**config.mk**
```make
export PLATFORM = sky130hd
export DESIGN_NAME = chgseq_top
export DESIGN_NICKNAME = d
export VERILOG_FILES = /design/src/hw/chgseq_pkg.sv /design/src/hw/chgseq_top.sv
export SDC_FILE = /design/constraint.sdc
export NUM_CORES = 1
export LEC_CHECK = 0
export BUFFER_PORTS_ARGS = -buffer_cell sky130_fd_sc_hd__buf_2
export CAP_MARGIN = 10
export CORE_MARGIN = 5
export CORE_UTILIZATION = 30
export CTS_CLUSTER_DIAMETER = 100
export CTS_CLUSTER_SIZE = 8
export DETAILED_ROUTE_END_ITERATION = 8
export MAX_ROUTING_LAYER = met4
export PLACE_DENSITY = 0.47
export SLEW_MARGIN = 25
export SYNTH_ARGS = -nofsm -noshare
export SYNTH_HDL_FRONTEND = slang
export SYNTH_SLANG_ARGS = --single-unit
```
**constraint.sdc**
```tcl
create_clock -name clk_sys -period 6.4 [get_ports clk_sys]
set_clock_uncertainty 0.05 [all_clocks]
set_input_delay 1.28 -clock clk_sys [delete_from_list [all_inputs] [get_ports clk_sys]]
set_output_delay 1.28 -clock clk_sys [all_outputs]
set_load 0.05 [all_outputs]
```
**src/hw/chgseq_pkg.sv**
```systemverilog
// Constants, register map and types of the charge sequencer and safety timer.
package chgseq_pkg;
   // -----------------------------------------------------------------
   // Clock and timing
   // -----------------------------------------------------------------
   localparam int CLK_MHZ = 40;
   localparam int TICK_US = 1000;
   localparam int TICK_CYC = TICK_US * CLK_MHZ;
   localparam int SHORT_S = 32;
   localparam int SHORT_TICKS = SHORT_S * 1000000 / TICK_US;
   localparam int LONG_MIN = 32;
   localparam int LONG_TICKS = LONG_MIN * 60 * 1000000 / TICK_US;
   localparam int PULSE_US = 128;
   localparam int PULSE_CYC = PULSE_US * CLK_MHZ;
   localparam int SW_KHZ = 3000;
   localparam int PWM_PERIOD_CYC = CLK_MHZ * 1000 / SW_KHZ;
   localparam int DUTY_MAX_PERMILLE = 995;
   localparam int PWM_MAX_ON_CYC = PWM_PERIOD_CYC * DUTY_MAX_PERMILLE / 1000;
   localparam int DEB_CYC = 15;
   localparam int PW = 16;
   localparam int TW = 21;
   localparam int SW = 13;
   // -----------------------------------------------------------------
   // Comparator inputs
   // -----------------------------------------------------------------
   localparam int IN_SHORT = 0;
   localparam int IN_RECH = 1;
   localparam int IN_WEAK = 2;
   localparam int IN_TERM = 3;
   localparam int IN_THERM = 4;
   localparam int IN_HSLIM = 5;
   localparam int IN_LSHI = 6;
   localparam int IN_BUSPOR = 7;
   localparam int NIN = 8;
   localparam int NDEB = 5;
   // -----------------------------------------------------------------
   // Registers
   // -----------------------------------------------------------------
   localparam logic [1:0] ADDR_STATUS = 2'h0;
   localparam logic [1:0] ADDR_CTRL = 2'h1;
   localparam logic [1:0] ADDR_VREG = 2'h2;
   localparam logic [1:0] ADDR_CURR = 2'h3;
   localparam int CTRL_BOOST = 0;
   localparam int CTRL_HZ = 1;
   localparam int CTRL_CE = 2;
   localparam int CTRL_TERM_EN = 3;
   localparam int CTRL_STAT_EN = 4;
   localparam int CTRL_RESET = 6;
   localparam int CTRL_KICK = 7;
   localparam logic [7:0] CTRL_RST = 8'h04;
   localparam logic [5:0] VREG_RST = 6'h02;
   localparam logic [5:0] VREG_MAX = 6'h2F;
   localparam logic [1:0] IIN_RST = 2'h0;
   localparam logic [2:0] ICHG_RST = 3'h0;
   localparam logic [2:0] TERMINATION_CURRENT_THRESHOLD_RST = 3'h1;
   localparam logic [2:0] ICHG_IIN100_CAP = 3'h1;
   localparam logic [1:0] COND_READY = 2'h0;
   localparam logic [1:0] COND_CHARGING = 2'h1;
   localparam logic [1:0] COND_DONE = 2'h2;
   localparam logic [1:0] COND_FAULT = 2'h3;

   typedef enum logic [2:0] {ST_OFF, ST_PRE, ST_FAST, ST_DONE, ST_FAULT} chgseq_state_t;

   typedef struct packed {
      logic [7:0] ctrl;
      logic [5:0] vreg;
      logic [1:0] iin;
      logic [2:0] ichg;
      logic [2:0] termination_current_threshold;
   } chgseq_cfg_t;

   typedef struct packed {
      logic [7:0] addr;
      logic [7:0] wdata;
      logic wr;
      logic rd;
   } chgseq_bus_t;
endpackage : chgseq_pkg

```
**src/hw/chgseq_top.sv**
```systemverilog
// Charge sequencer with two-stage safety timer, indicator pin and register port.
//
// The plain strobed port and the placing of the registers were chosen for this implementation.
`timescale 1ns/100ps
module chgseq_top #(
   parameter int TICK_CYC = chgseq_pkg::TICK_CYC,
   parameter int SHORT_TICKS = chgseq_pkg::SHORT_TICKS,
   parameter int LONG_TICKS = chgseq_pkg::LONG_TICKS,
   parameter int PULSE_CYC = chgseq_pkg::PULSE_CYC,
   parameter bit AUTO_CHARGE = 1'b1
) (
   input wire logic clk_sys,
   input wire logic reset,
   input wire chgseq_pkg::chgseq_bus_t bus,
   output logic [7:0] rdata,
   input wire logic [chgseq_pkg::NIN-1:0] cmp_in,
   input wire logic [3:0] duty_cmd,
   output logic high_side_switch_on,
   output logic low_side_switch_on,
   output logic blocking_switch_on,
   output logic precharge_en,
   output logic boost_en,
   output logic hz_en,
   output logic [2:0] ichg_level,
   output chgseq_pkg::chgseq_cfg_t cfg_out,
   output logic stat_o,
   output logic stat_oe
);
   // -----------------------------------------------------------------
   // State
   // -----------------------------------------------------------------
   typedef struct packed {
      logic [chgseq_pkg::NIN-1:0] s1;
      logic [chgseq_pkg::NIN-1:0] s2;
      logic [chgseq_pkg::NDEB-1:0] db;
      logic [chgseq_pkg::NDEB-1:0][3:0] dbc;
      logic bus_por_prev;
      chgseq_pkg::chgseq_state_t st;
      chgseq_pkg::chgseq_cfg_t cfg;
      logic ce_prev;
      logic therm;
      logic mode_short;
      logic [chgseq_pkg::PW-1:0] presc;
      logic [chgseq_pkg::TW-1:0] tmr;
      logic fault;
      logic [2:0] ramp;
      logic [3:0] pwm_cnt;
      logic hs_on;
      logic ls_on;
      logic [chgseq_pkg::SW-1:0] pulse_cnt;
      logic stat_oe;
      logic [7:0] status;
      logic rd_seen;
      logic [7:0] rdata;
      logic blk_on;
      logic pre_en;
      logic boost_on;
   } chgseq_regs_t;

   chgseq_regs_t r_q;
   chgseq_regs_t r_d;
   logic [7:0] live_status;
   logic charging;
   logic tick;
   logic start_chg;
   logic short_exp;
   logic long_exp;
   logic restart;
   logic [2:0] ramp_tgt;
   logic fault_evt;
   logic [3:0] duty_lim;

   assign charging = (r_q.st == chgseq_pkg::ST_PRE) || (r_q.st == chgseq_pkg::ST_FAST);
   assign tick = r_q.presc == chgseq_pkg::PW'(TICK_CYC - 1);
   assign short_exp = r_q.mode_short && tick && !r_q.therm && charging &&
                      r_q.tmr >= chgseq_pkg::TW'(SHORT_TICKS - 1);
   assign long_exp = !r_q.mode_short && tick && !r_q.therm && charging &&
                     r_q.tmr >= chgseq_pkg::TW'(LONG_TICKS - 1);
   assign live_status = {r_q.mode_short, r_q.therm, 1'b0, r_q.fault, 1'b0, r_q.st == chgseq_pkg::ST_PRE,
                         r_q.fault ? chgseq_pkg::COND_FAULT :
                         (r_q.st == chgseq_pkg::ST_DONE) ? chgseq_pkg::COND_DONE :
                         charging ? chgseq_pkg::COND_CHARGING : chgseq_pkg::COND_READY};

   always_comb begin
      r_d = r_q;
      restart = 1'b0;
      start_chg = 1'b0;
      fault_evt = 1'b0;
      // -----------------------------------------------------------------
      // Input synchronisers and debounce
      // -----------------------------------------------------------------
      r_d.s1 = cmp_in;
      r_d.s2 = r_q.s1;
      for (int i = 0; i < chgseq_pkg::NDEB; i++) begin
         if (r_q.s2[i] == r_q.db[i]) begin
            r_d.dbc[i] = 4'h0;
         end else if (r_q.dbc[i] == 4'(chgseq_pkg::DEB_CYC)) begin
            r_d.db[i] = r_q.s2[i];
            r_d.dbc[i] = 4'h0;
         end else begin
            r_d.dbc[i] = r_q.dbc[i] + 4'h1;
         end
      end
      r_d.bus_por_prev = r_q.s2[chgseq_pkg::IN_BUSPOR];
      r_d.therm = r_q.db[chgseq_pkg::IN_THERM];
      // -----------------------------------------------------------------
      // Register port
      // -----------------------------------------------------------------
      r_d.cfg.ctrl[chgseq_pkg::CTRL_KICK] = 1'b0;
      r_d.cfg.ctrl[chgseq_pkg::CTRL_RESET] = 1'b0;
      r_d.rdata = 8'h00;
      if (bus.rd) begin
         unique case (bus.addr[1:0])
            chgseq_pkg::ADDR_STATUS: r_d.rdata = r_q.status;
            chgseq_pkg::ADDR_CTRL: r_d.rdata = r_q.cfg.ctrl;
            chgseq_pkg::ADDR_VREG: r_d.rdata = {2'h0, r_q.cfg.vreg};
            chgseq_pkg::ADDR_CURR: r_d.rdata = {r_q.cfg.iin, r_q.cfg.ichg, r_q.cfg.termination_current_threshold};
         endcase
         if (bus.addr[7:2] != 6'h00) begin
            r_d.rdata = 8'h00;
         end
      end
      if (bus.wr && bus.addr[7:2] == 6'h00) begin
         unique case (bus.addr[1:0])
            chgseq_pkg::ADDR_STATUS: r_d.cfg = r_q.cfg;
            chgseq_pkg::ADDR_CTRL: r_d.cfg.ctrl = bus.wdata;
            chgseq_pkg::ADDR_VREG: r_d.cfg.vreg = (bus.wdata[5:0] > chgseq_pkg::VREG_MAX) ?
                                                  chgseq_pkg::VREG_MAX : bus.wdata[5:0];
            chgseq_pkg::ADDR_CURR: begin
               r_d.cfg.iin = bus.wdata[7:6];
               r_d.cfg.ichg = bus.wdata[5:3];
               r_d.cfg.termination_current_threshold = bus.wdata[2:0];
            end
         endcase
      end
      // -----------------------------------------------------------------
      // Safety timers
      // -----------------------------------------------------------------
      r_d.presc = tick ? '0 : r_q.presc + 1'b1;
      if (tick && !r_q.therm && charging) begin
         r_d.tmr = r_q.tmr + 1'b1;
      end
      if (bus.wr) begin
         r_d.mode_short = 1'b1;
         if (!r_q.mode_short || (bus.addr[1:0] == chgseq_pkg::ADDR_CTRL && bus.wdata[chgseq_pkg::CTRL_KICK])) begin
            r_d.tmr = '0;
         end
      end
      // -----------------------------------------------------------------
      // Charge sequencer
      // -----------------------------------------------------------------
      r_d.ce_prev = r_q.cfg.ctrl[chgseq_pkg::CTRL_CE];
      if (r_q.cfg.ctrl[chgseq_pkg::CTRL_CE] && !r_q.ce_prev) begin
         restart = 1'b1;
      end
      if (r_q.cfg.ctrl[chgseq_pkg::CTRL_RESET]) begin
         restart = 1'b1;
         r_d.cfg.vreg = chgseq_pkg::VREG_RST;
         r_d.cfg.iin = chgseq_pkg::IIN_RST;
         r_d.cfg.ichg = chgseq_pkg::ICHG_RST;
         r_d.cfg.termination_current_threshold = chgseq_pkg::TERMINATION_CURRENT_THRESHOLD_RST;
      end
      if (AUTO_CHARGE && r_q.s2[chgseq_pkg::IN_BUSPOR] && !r_q.bus_por_prev && r_q.db[chgseq_pkg::IN_WEAK]) begin
         restart = 1'b1;
         r_d.cfg.ctrl[chgseq_pkg::CTRL_CE] = 1'b1;
      end
      if (short_exp) begin
         r_d.cfg = '{ctrl: chgseq_pkg::CTRL_RST, vreg: chgseq_pkg::VREG_RST, iin: chgseq_pkg::IIN_RST,
                     ichg: chgseq_pkg::ICHG_RST, termination_current_threshold: chgseq_pkg::TERMINATION_CURRENT_THRESHOLD_RST};
         r_d.mode_short = 1'b0;
         restart = 1'b1;
      end
      unique case (r_q.st)
         chgseq_pkg::ST_OFF: begin
            if (r_q.cfg.ctrl[chgseq_pkg::CTRL_CE]) begin
               start_chg = 1'b1;
            end
         end
         chgseq_pkg::ST_PRE: begin
            if (!r_q.db[chgseq_pkg::IN_SHORT]) begin
               r_d.st = chgseq_pkg::ST_FAST;
            end
         end
         chgseq_pkg::ST_FAST: begin
            if (r_q.db[chgseq_pkg::IN_SHORT]) begin
               r_d.st = chgseq_pkg::ST_PRE;
            end else if (r_q.cfg.ctrl[chgseq_pkg::CTRL_TERM_EN] && r_q.db[chgseq_pkg::IN_TERM] &&
                         r_q.db[chgseq_pkg::IN_RECH]) begin
               r_d.st = chgseq_pkg::ST_DONE;
            end
         end
         chgseq_pkg::ST_DONE: begin
            if (!r_q.db[chgseq_pkg::IN_RECH]) begin
               start_chg = 1'b1;
            end
         end
         chgseq_pkg::ST_FAULT: begin
            r_d.st = chgseq_pkg::ST_FAULT;
         end
      endcase
      if (restart && r_q.st != chgseq_pkg::ST_FAULT) begin
         start_chg = 1'b1;
      end
      if (start_chg) begin
         r_d.st = chgseq_pkg::ST_PRE;
         r_d.tmr = '0;
         r_d.ramp = 3'h0;
      end
      if (!r_d.cfg.ctrl[chgseq_pkg::CTRL_CE] || r_d.cfg.ctrl[chgseq_pkg::CTRL_HZ] ||
          r_d.cfg.ctrl[chgseq_pkg::CTRL_BOOST]) begin
         if (r_q.st != chgseq_pkg::ST_FAULT) begin
            r_d.st = chgseq_pkg::ST_OFF;
         end
      end
      if (long_exp) begin
         r_d.st = chgseq_pkg::ST_FAULT;
         r_d.fault = 1'b1;
         fault_evt = 1'b1;
      end
      if (r_q.db[chgseq_pkg::IN_THERM] && !r_q.therm) begin
         fault_evt = 1'b1;
      end
      // -----------------------------------------------------------------
      // Current ramp and switching
      // -----------------------------------------------------------------
      ramp_tgt = (r_q.cfg.iin == chgseq_pkg::IIN_RST && r_q.cfg.ichg > chgseq_pkg::ICHG_IIN100_CAP) ?
                 chgseq_pkg::ICHG_IIN100_CAP : r_q.cfg.ichg;
      if (r_q.st != chgseq_pkg::ST_FAST) begin
         r_d.ramp = 3'h0;
      end else if (tick && r_q.ramp < ramp_tgt) begin
         r_d.ramp = r_q.ramp + 3'h1;
      end else if (r_q.ramp > ramp_tgt) begin
         r_d.ramp = ramp_tgt;
      end
      duty_lim = (duty_cmd > 4'(chgseq_pkg::PWM_MAX_ON_CYC)) ? 4'(chgseq_pkg::PWM_MAX_ON_CYC) : duty_cmd;
      r_d.pwm_cnt = (r_q.pwm_cnt == 4'(chgseq_pkg::PWM_PERIOD_CYC - 1)) ? 4'h0 : r_q.pwm_cnt + 4'h1;
      if (r_q.st == chgseq_pkg::ST_FAST && !r_q.therm && r_d.st == chgseq_pkg::ST_FAST) begin
         r_d.hs_on = (r_d.pwm_cnt < duty_lim) && !(r_q.hs_on && r_q.s2[chgseq_pkg::IN_HSLIM]) &&
                     (r_d.pwm_cnt == 4'h0 || r_q.hs_on);
         r_d.ls_on = !r_d.hs_on && !r_q.hs_on && r_q.s2[chgseq_pkg::IN_LSHI];
      end else begin
         r_d.hs_on = 1'b0;
         r_d.ls_on = 1'b0;
      end
      // -----------------------------------------------------------------
      // Indicator pin
      // -----------------------------------------------------------------
      if (fault_evt) begin
         r_d.pulse_cnt = chgseq_pkg::SW'(PULSE_CYC);
      end else if (r_q.pulse_cnt != '0) begin
         r_d.pulse_cnt = r_q.pulse_cnt - 1'b1;
      end
      r_d.stat_oe = (r_d.pulse_cnt != '0) ||
                    ((r_d.st == chgseq_pkg::ST_PRE || r_d.st == chgseq_pkg::ST_FAST) &&
                     r_d.cfg.ctrl[chgseq_pkg::CTRL_STAT_EN]);
      // -----------------------------------------------------------------
      // Registered outputs
      // -----------------------------------------------------------------
      // Derived outputs are registered from the next state so that they keep the timing of the bits they follow.
      r_d.blk_on = r_d.hs_on || r_d.ls_on;
      r_d.pre_en = (r_d.st == chgseq_pkg::ST_PRE) && !r_d.therm;
      r_d.boost_on = r_d.cfg.ctrl[chgseq_pkg::CTRL_BOOST] && !r_d.cfg.ctrl[chgseq_pkg::CTRL_HZ];
      // -----------------------------------------------------------------
      // Status snapshot
      // -----------------------------------------------------------------
      if (bus.rd && bus.addr == 8'h00) begin
         r_d.rd_seen = 1'b1;
      end
      if (r_q.rd_seen && live_status != r_q.status) begin
         r_d.status = live_status;
         r_d.rd_seen = 1'b0;
      end
   end

   always_ff @(posedge clk_sys) begin
      if (reset) begin
         r_q <= '0;
         r_q.st <= chgseq_pkg::ST_OFF;
         r_q.cfg <= '{ctrl: chgseq_pkg::CTRL_RST, vreg: chgseq_pkg::VREG_RST, iin: chgseq_pkg::IIN_RST,
                      ichg: chgseq_pkg::ICHG_RST, termination_current_threshold: chgseq_pkg::TERMINATION_CURRENT_THRESHOLD_RST};
         r_q.rd_seen <= 1'b1;
         // The battery counts as shorted until the comparator proves otherwise, so no switching starts early.
         r_q.db[chgseq_pkg::IN_SHORT] <= 1'b1;
      end else begin
         r_q <= r_d;
      end
   end

   assign rdata = r_q.rdata;
   assign high_side_switch_on = r_q.hs_on;
   assign low_side_switch_on = r_q.ls_on;
   assign blocking_switch_on = r_q.blk_on;
   assign precharge_en = r_q.pre_en;
   assign boost_en = r_q.boost_on;
   assign hz_en = r_q.cfg.ctrl[chgseq_pkg::CTRL_HZ];
   assign ichg_level = r_q.ramp;
   assign cfg_out = r_q.cfg;
   assign stat_o = 1'b0;
   assign stat_oe = r_q.stat_oe;

   // -----------------------------------------------------------------
   // Checks
   // -----------------------------------------------------------------
   chk_hz_halts: assert property (@(posedge clk_sys) disable iff (reset)
      r_q.cfg.ctrl[chgseq_pkg::CTRL_HZ] |=> !r_q.hs_on && !r_q.ls_on)
      else $error("switching while in high impedance mode");
   chk_hs_limit: assert property (@(posedge clk_sys) disable iff (reset)
      r_q.hs_on && r_q.s2[chgseq_pkg::IN_HSLIM] |=> !r_q.hs_on)
      else $error("high side stayed on past current limit");
   chk_ls_sync: assert property (@(posedge clk_sys) disable iff (reset)
      r_q.ls_on |-> $past(r_q.s2[chgseq_pkg::IN_LSHI]))
      else $error("low side on with low current");
   chk_pre_nopwm: assert property (@(posedge clk_sys) disable iff (reset)
      r_q.st == chgseq_pkg::ST_PRE |-> !r_q.hs_on)
      else $error("switching during precharge");
   chk_no_term: assert property (@(posedge clk_sys) disable iff (reset)
      r_q.st == chgseq_pkg::ST_FAST && !r_q.cfg.ctrl[chgseq_pkg::CTRL_TERM_EN] |=> r_q.st != chgseq_pkg::ST_DONE)
      else $error("terminated with termination disabled");
   chk_kick_clear: assert property (@(posedge clk_sys) disable iff (reset)
      r_q.cfg.ctrl[chgseq_pkg::CTRL_KICK] |=> !r_q.cfg.ctrl[chgseq_pkg::CTRL_KICK])
      else $error("kick bit did not clear");
   chk_write_short: assert property (@(posedge clk_sys) disable iff (reset)
      bus.wr && !short_exp |=> r_q.mode_short ##1 r_q.mode_short || $past(short_exp))
      else $error("write did not select watchdog timer");
   chk_long_fault: assert property (@(posedge clk_sys) disable iff (reset)
      long_exp |=> r_q.st == chgseq_pkg::ST_FAULT && r_q.fault ##1 r_q.status[1:0] == chgseq_pkg::COND_FAULT
      || !r_q.rd_seen || $past(!r_q.rd_seen))
      else $error("long timer expiry without fault");
   chk_fault_stick: assert property (@(posedge clk_sys) disable iff (reset)
      r_q.fault |=> r_q.fault && r_q.st == chgseq_pkg::ST_FAULT)
      else $error("timer fault cleared without reset");
   chk_fault_pulse: assert property (@(posedge clk_sys) disable iff (reset)
      fault_evt |=> r_q.stat_oe [*8])
      else $error("no fault pulse on indicator");
   chk_therm_freeze: assert property (@(posedge clk_sys) disable iff (reset)
      r_q.therm && $past(r_q.therm) |-> $stable(r_q.tmr) || $past(start_chg) || $past(bus.wr))
      else $error("timer ran in thermal shutdown");
   chk_therm_off: assert property (@(posedge clk_sys) disable iff (reset)
      r_q.therm |=> !r_q.hs_on && !r_q.ls_on)
      else $error("switching during thermal shutdown");
   chk_pwm_period: assert property (@(posedge clk_sys) disable iff (reset)
      r_q.pwm_cnt <= 4'(chgseq_pkg::PWM_PERIOD_CYC - 1))
      else $error("switching period counter out of range");
   chk_duty_max: assert property (@(posedge clk_sys) disable iff (reset)
      r_q.pwm_cnt == 4'(chgseq_pkg::PWM_PERIOD_CYC - 1) |-> !r_q.hs_on)
      else $error("high side on for the whole period");
   chk_kick_timer: assert property (@(posedge clk_sys) disable iff (reset)
      bus.wr && bus.addr[1:0] == chgseq_pkg::ADDR_CTRL && bus.wdata[chgseq_pkg::CTRL_KICK] |=> r_q.tmr == '0)
      else $error("kick did not restart the watchdog timer");
   chk_boost_hz: assert property (@(posedge clk_sys) disable iff (reset)
      r_q.cfg.ctrl[chgseq_pkg::CTRL_HZ] |-> !r_q.boost_on)
      else $error("boost enabled in high impedance mode");
   chk_status_hold: assert property (@(posedge clk_sys) disable iff (reset)
      !r_q.rd_seen |=> $stable(r_q.status))
      else $error("status changed before it was read");
endmodule : chgseq_top

```
==> results.tsv <==
metric	value	unit
status	finished clean	
p_leak	3.228	nW
grt_pass1_vias	5060	
required	6.68	ns
synthArstFlopShare	0	
die-area	26370	µm²
max_slew.worst_pin.slew	0.8711	ns
grt_usage	0.1233	
wl_per_cell	13.70	µm
cts_max_level	4	
drc_errors	0	
yosysUniqueCellTypes	64	
ys_warn_count	0	
pre_cts_ws	2.540	ns
post-cts-setup-buffer-count	0	
drive_gt1_frac	0.1506	
synthToLayoutAreaGrowth	13.56	%
grt_max_degree	46	
layout_common_cells	dfxtp_1 (149), nor2_1 (126), buf_2 (71)	
io_buffers	71	
fmax	289.6	MHz
rsz0062_at_grt	false	
hold_viol_final	0	
die_h	162.4	µm
clk_path_buf_depth	2	
stdcell_area	7911	µm²
antenna_cells	0	
netlist_area	6967	µm²
worst-setup-path-type	in2reg	
powerDensity	298.6	nW/µm²
rrSetupSlack	3.07	ns
cts-resized-gates	0	
cts_root_buf	clkbuf_16	
path_clk_slew	0.06	ns
vias	5253	
cts_sinks	149	
die_w	162.4	µm
slew_headroom	0.4176	
drt_iter0_markers	195	
period_minus_slack	3.453	ns
worstRegToRegCells	7	
hp-start	r_d[142]$_SDFF_PP0_	
final_common_cell	dfxtp_1	
whs_path_depth	1	
r2r_end	r_q[63]$_SDFF_PP0_	
dr.pass1.iters	4	
ys_ff_latch	149	
hpwlAfterDp	11.47	mm
r2r-start	r_q[78]$_SDFF_PP0_	
cts_made_buffers	17	
core_region_area	22780	µm²
overflow	0	
wl	15.66	mm
hold_path_class	reg2reg	
ir_drop	0.1445	mV
syn_avg_cell_area	8.852	µm²
final_max_slew_viol_count	0	
ios	73	
setup_tns	0	ns
max_cap_violations	0	
ant_nets	0	
hold_slack	0.3843	ns
cts_tree	built	
path_max_fanout	16	
whs_endpoint	r_d[109]$_SDFF_PP0_	
grt_pass1_wl	25.75	mm
start_util	0.3059	
synthCells	787	
synth_fp_nets	836	
placed_cell_area	7355	µm²
rows	55	
clk_latency	0.41	ns
vias_per_cell	4.596	
cp.arrival	3.73	ns
end_kind	flip-flop	
setup_viol	0	
yosysSeqAreaShare	0.4282	
gp_congestion	0.7914	
synth_edf_count	0	
antenna_found_initial	0	
fin_ws	2.947	ns
cp-start-kind	input pin	
nets	866	
finalCritPeriodShare	0.5395	
ys_dominant_reg_cell	dfxtp_1	
cts.hold.buffers_added	0	
==> cell type report <==
| class | count | area [µm²] |
|---|---|---|
| clock inverter | 11 | 76.32 |
| fill | 2404 | 14870 |
| multi-input combinational | 549 | 3508 |
| tap | 313 | 391.6 |
| inverter | 27 | 101.3 |
| sequential | 149 | 2983 |
| clock buffer | 21 | 480.5 |
| timing repair buffer | 73 | 370.4 |
==> worst max path at each step <==
stage	start	endpoint	slack (ns)	cells after the start
floorplan	bus[13]	blocking_switch_on$_SDFF_PP0_	3.25	7
global route	bus[10]	blocking_switch_on$_SDFF_PP0_	2.73	8
CTS	r_q[78]$_SDFF_PP0_	r_q[56]$_SDFF_PP0_	2.99	7
finish	bus[10]	blocking_switch_on$_SDFF_PP0_	2.95	8
detailed placement	bus[10]	blocking_switch_on$_SDFF_PP0_	2.54	8
global placement	bus[10]	blocking_switch_on$_SDFF_PP0_	2.71	8
==> synthesized netlist by cell type, types with 5 or more instances <==
cell | n | area, µm²
buf_4 | 34 | 255.2
dfxtp_1 | 149 | 2983
nor3_1 | 8 | 40.04
mux2i_1 | 27 | 270.3
buf_2 | 5 | 25.02
and2_1 | 11 | 68.82
nor2_1 | 126 | 473.0
a21oi_1 | 26 | 130.1
and3_1 | 21 | 131.4
nand4_1 | 9 | 56.30
nor2b_1 | 31 | 193.9
nand3b_1 | 5 | 37.54
nand3_1 | 36 | 180.2
inv_1 | 27 | 101.4
or3_1 | 10 | 62.56
ha_1 | 17 | 212.7
o21ai_0 | 23 | 115.1
nand2b_1 | 10 | 62.56
xor2_1 | 30 | 262.8
xnor2_1 | 30 | 262.8
a211oi_1 | 6 | 45.04
nor4_1 | 8 | 50.05
clkbuf_1 | 18 | 67.56
nand2_1 | 36 | 135.1
a31oi_1 | 6 | 37.54
nor3b_1 | 6 | 45.04
==> flip-flops by register name, summed over array words and instances, names as in the netlist, 3 cells and up <==
| name | count |
|---|---|
| cfg_out | 22 |
| ichg_level | 3 |
| live_status | 3 |
| r_d | 10 |
| r_q | 97 |
| rdata | 8 |
==> report_power, final <==
part           internal (mW)  leakage (nW)  switching [mW]
logic                  0.178          1.75           0.222
clock network          0.536         0.267           0.392
registers              0.978          1.21          0.0553
total                   1.69          3.23           0.669
==> kinds of logic (layout without fill, tap and decap cells) <==
family	after synthesis	in the layout	share of synthesized area
buffers and inverters	89	132	0.06824
adders and majority gates	17	17	0.03053
AOI/OAI and AO/OA	97	97	0.09088
and+or+nand+nor	341	341	0.2513
muxes	33	33	0.05496
other	1	1	0.0005383
xor gates and xnor gates	60	60	0.07543
DFF	149	149	0.4282
==> metrics by stage <==
| stage | instances | power [mW] | util |
|---|---|---|---|
| after floorplan | 787 | 1.364 | - |
| after global placement | 1111 | 1.459 | 0.3229 |
| after detailed placement | 1111 | 1.454 | 0.3229 |
| after CTS | 1143 | 2.397 | 0.3473 |
| after global routing | 1143 | 2.500 | 0.3473 |
| final | 1143 | 2.362 | 0.3473 |
==> worst max-delay path: stages <==
cell and delay, ns:
buf_2 0.30, nor2b_1 0.65, nand4_1 0.23, a32oi_1 0.39
o21bai_1 0.21, o2111ai_1 0.17, nor4_2 0.27, a21boi_0 0.23
==> per-layer routing <==
metal  vias to the layer above  GRT usage  routed length, µm
li1                       2735          -                  -
met1                      2442     0.1702               8206
met2                        72     0.1823               6828
met3                         4    0.03063                562
met4                         0    0.02884                 64
met5                         -          -                  0
No activity file was read; power rests on OpenSTA's default activity.
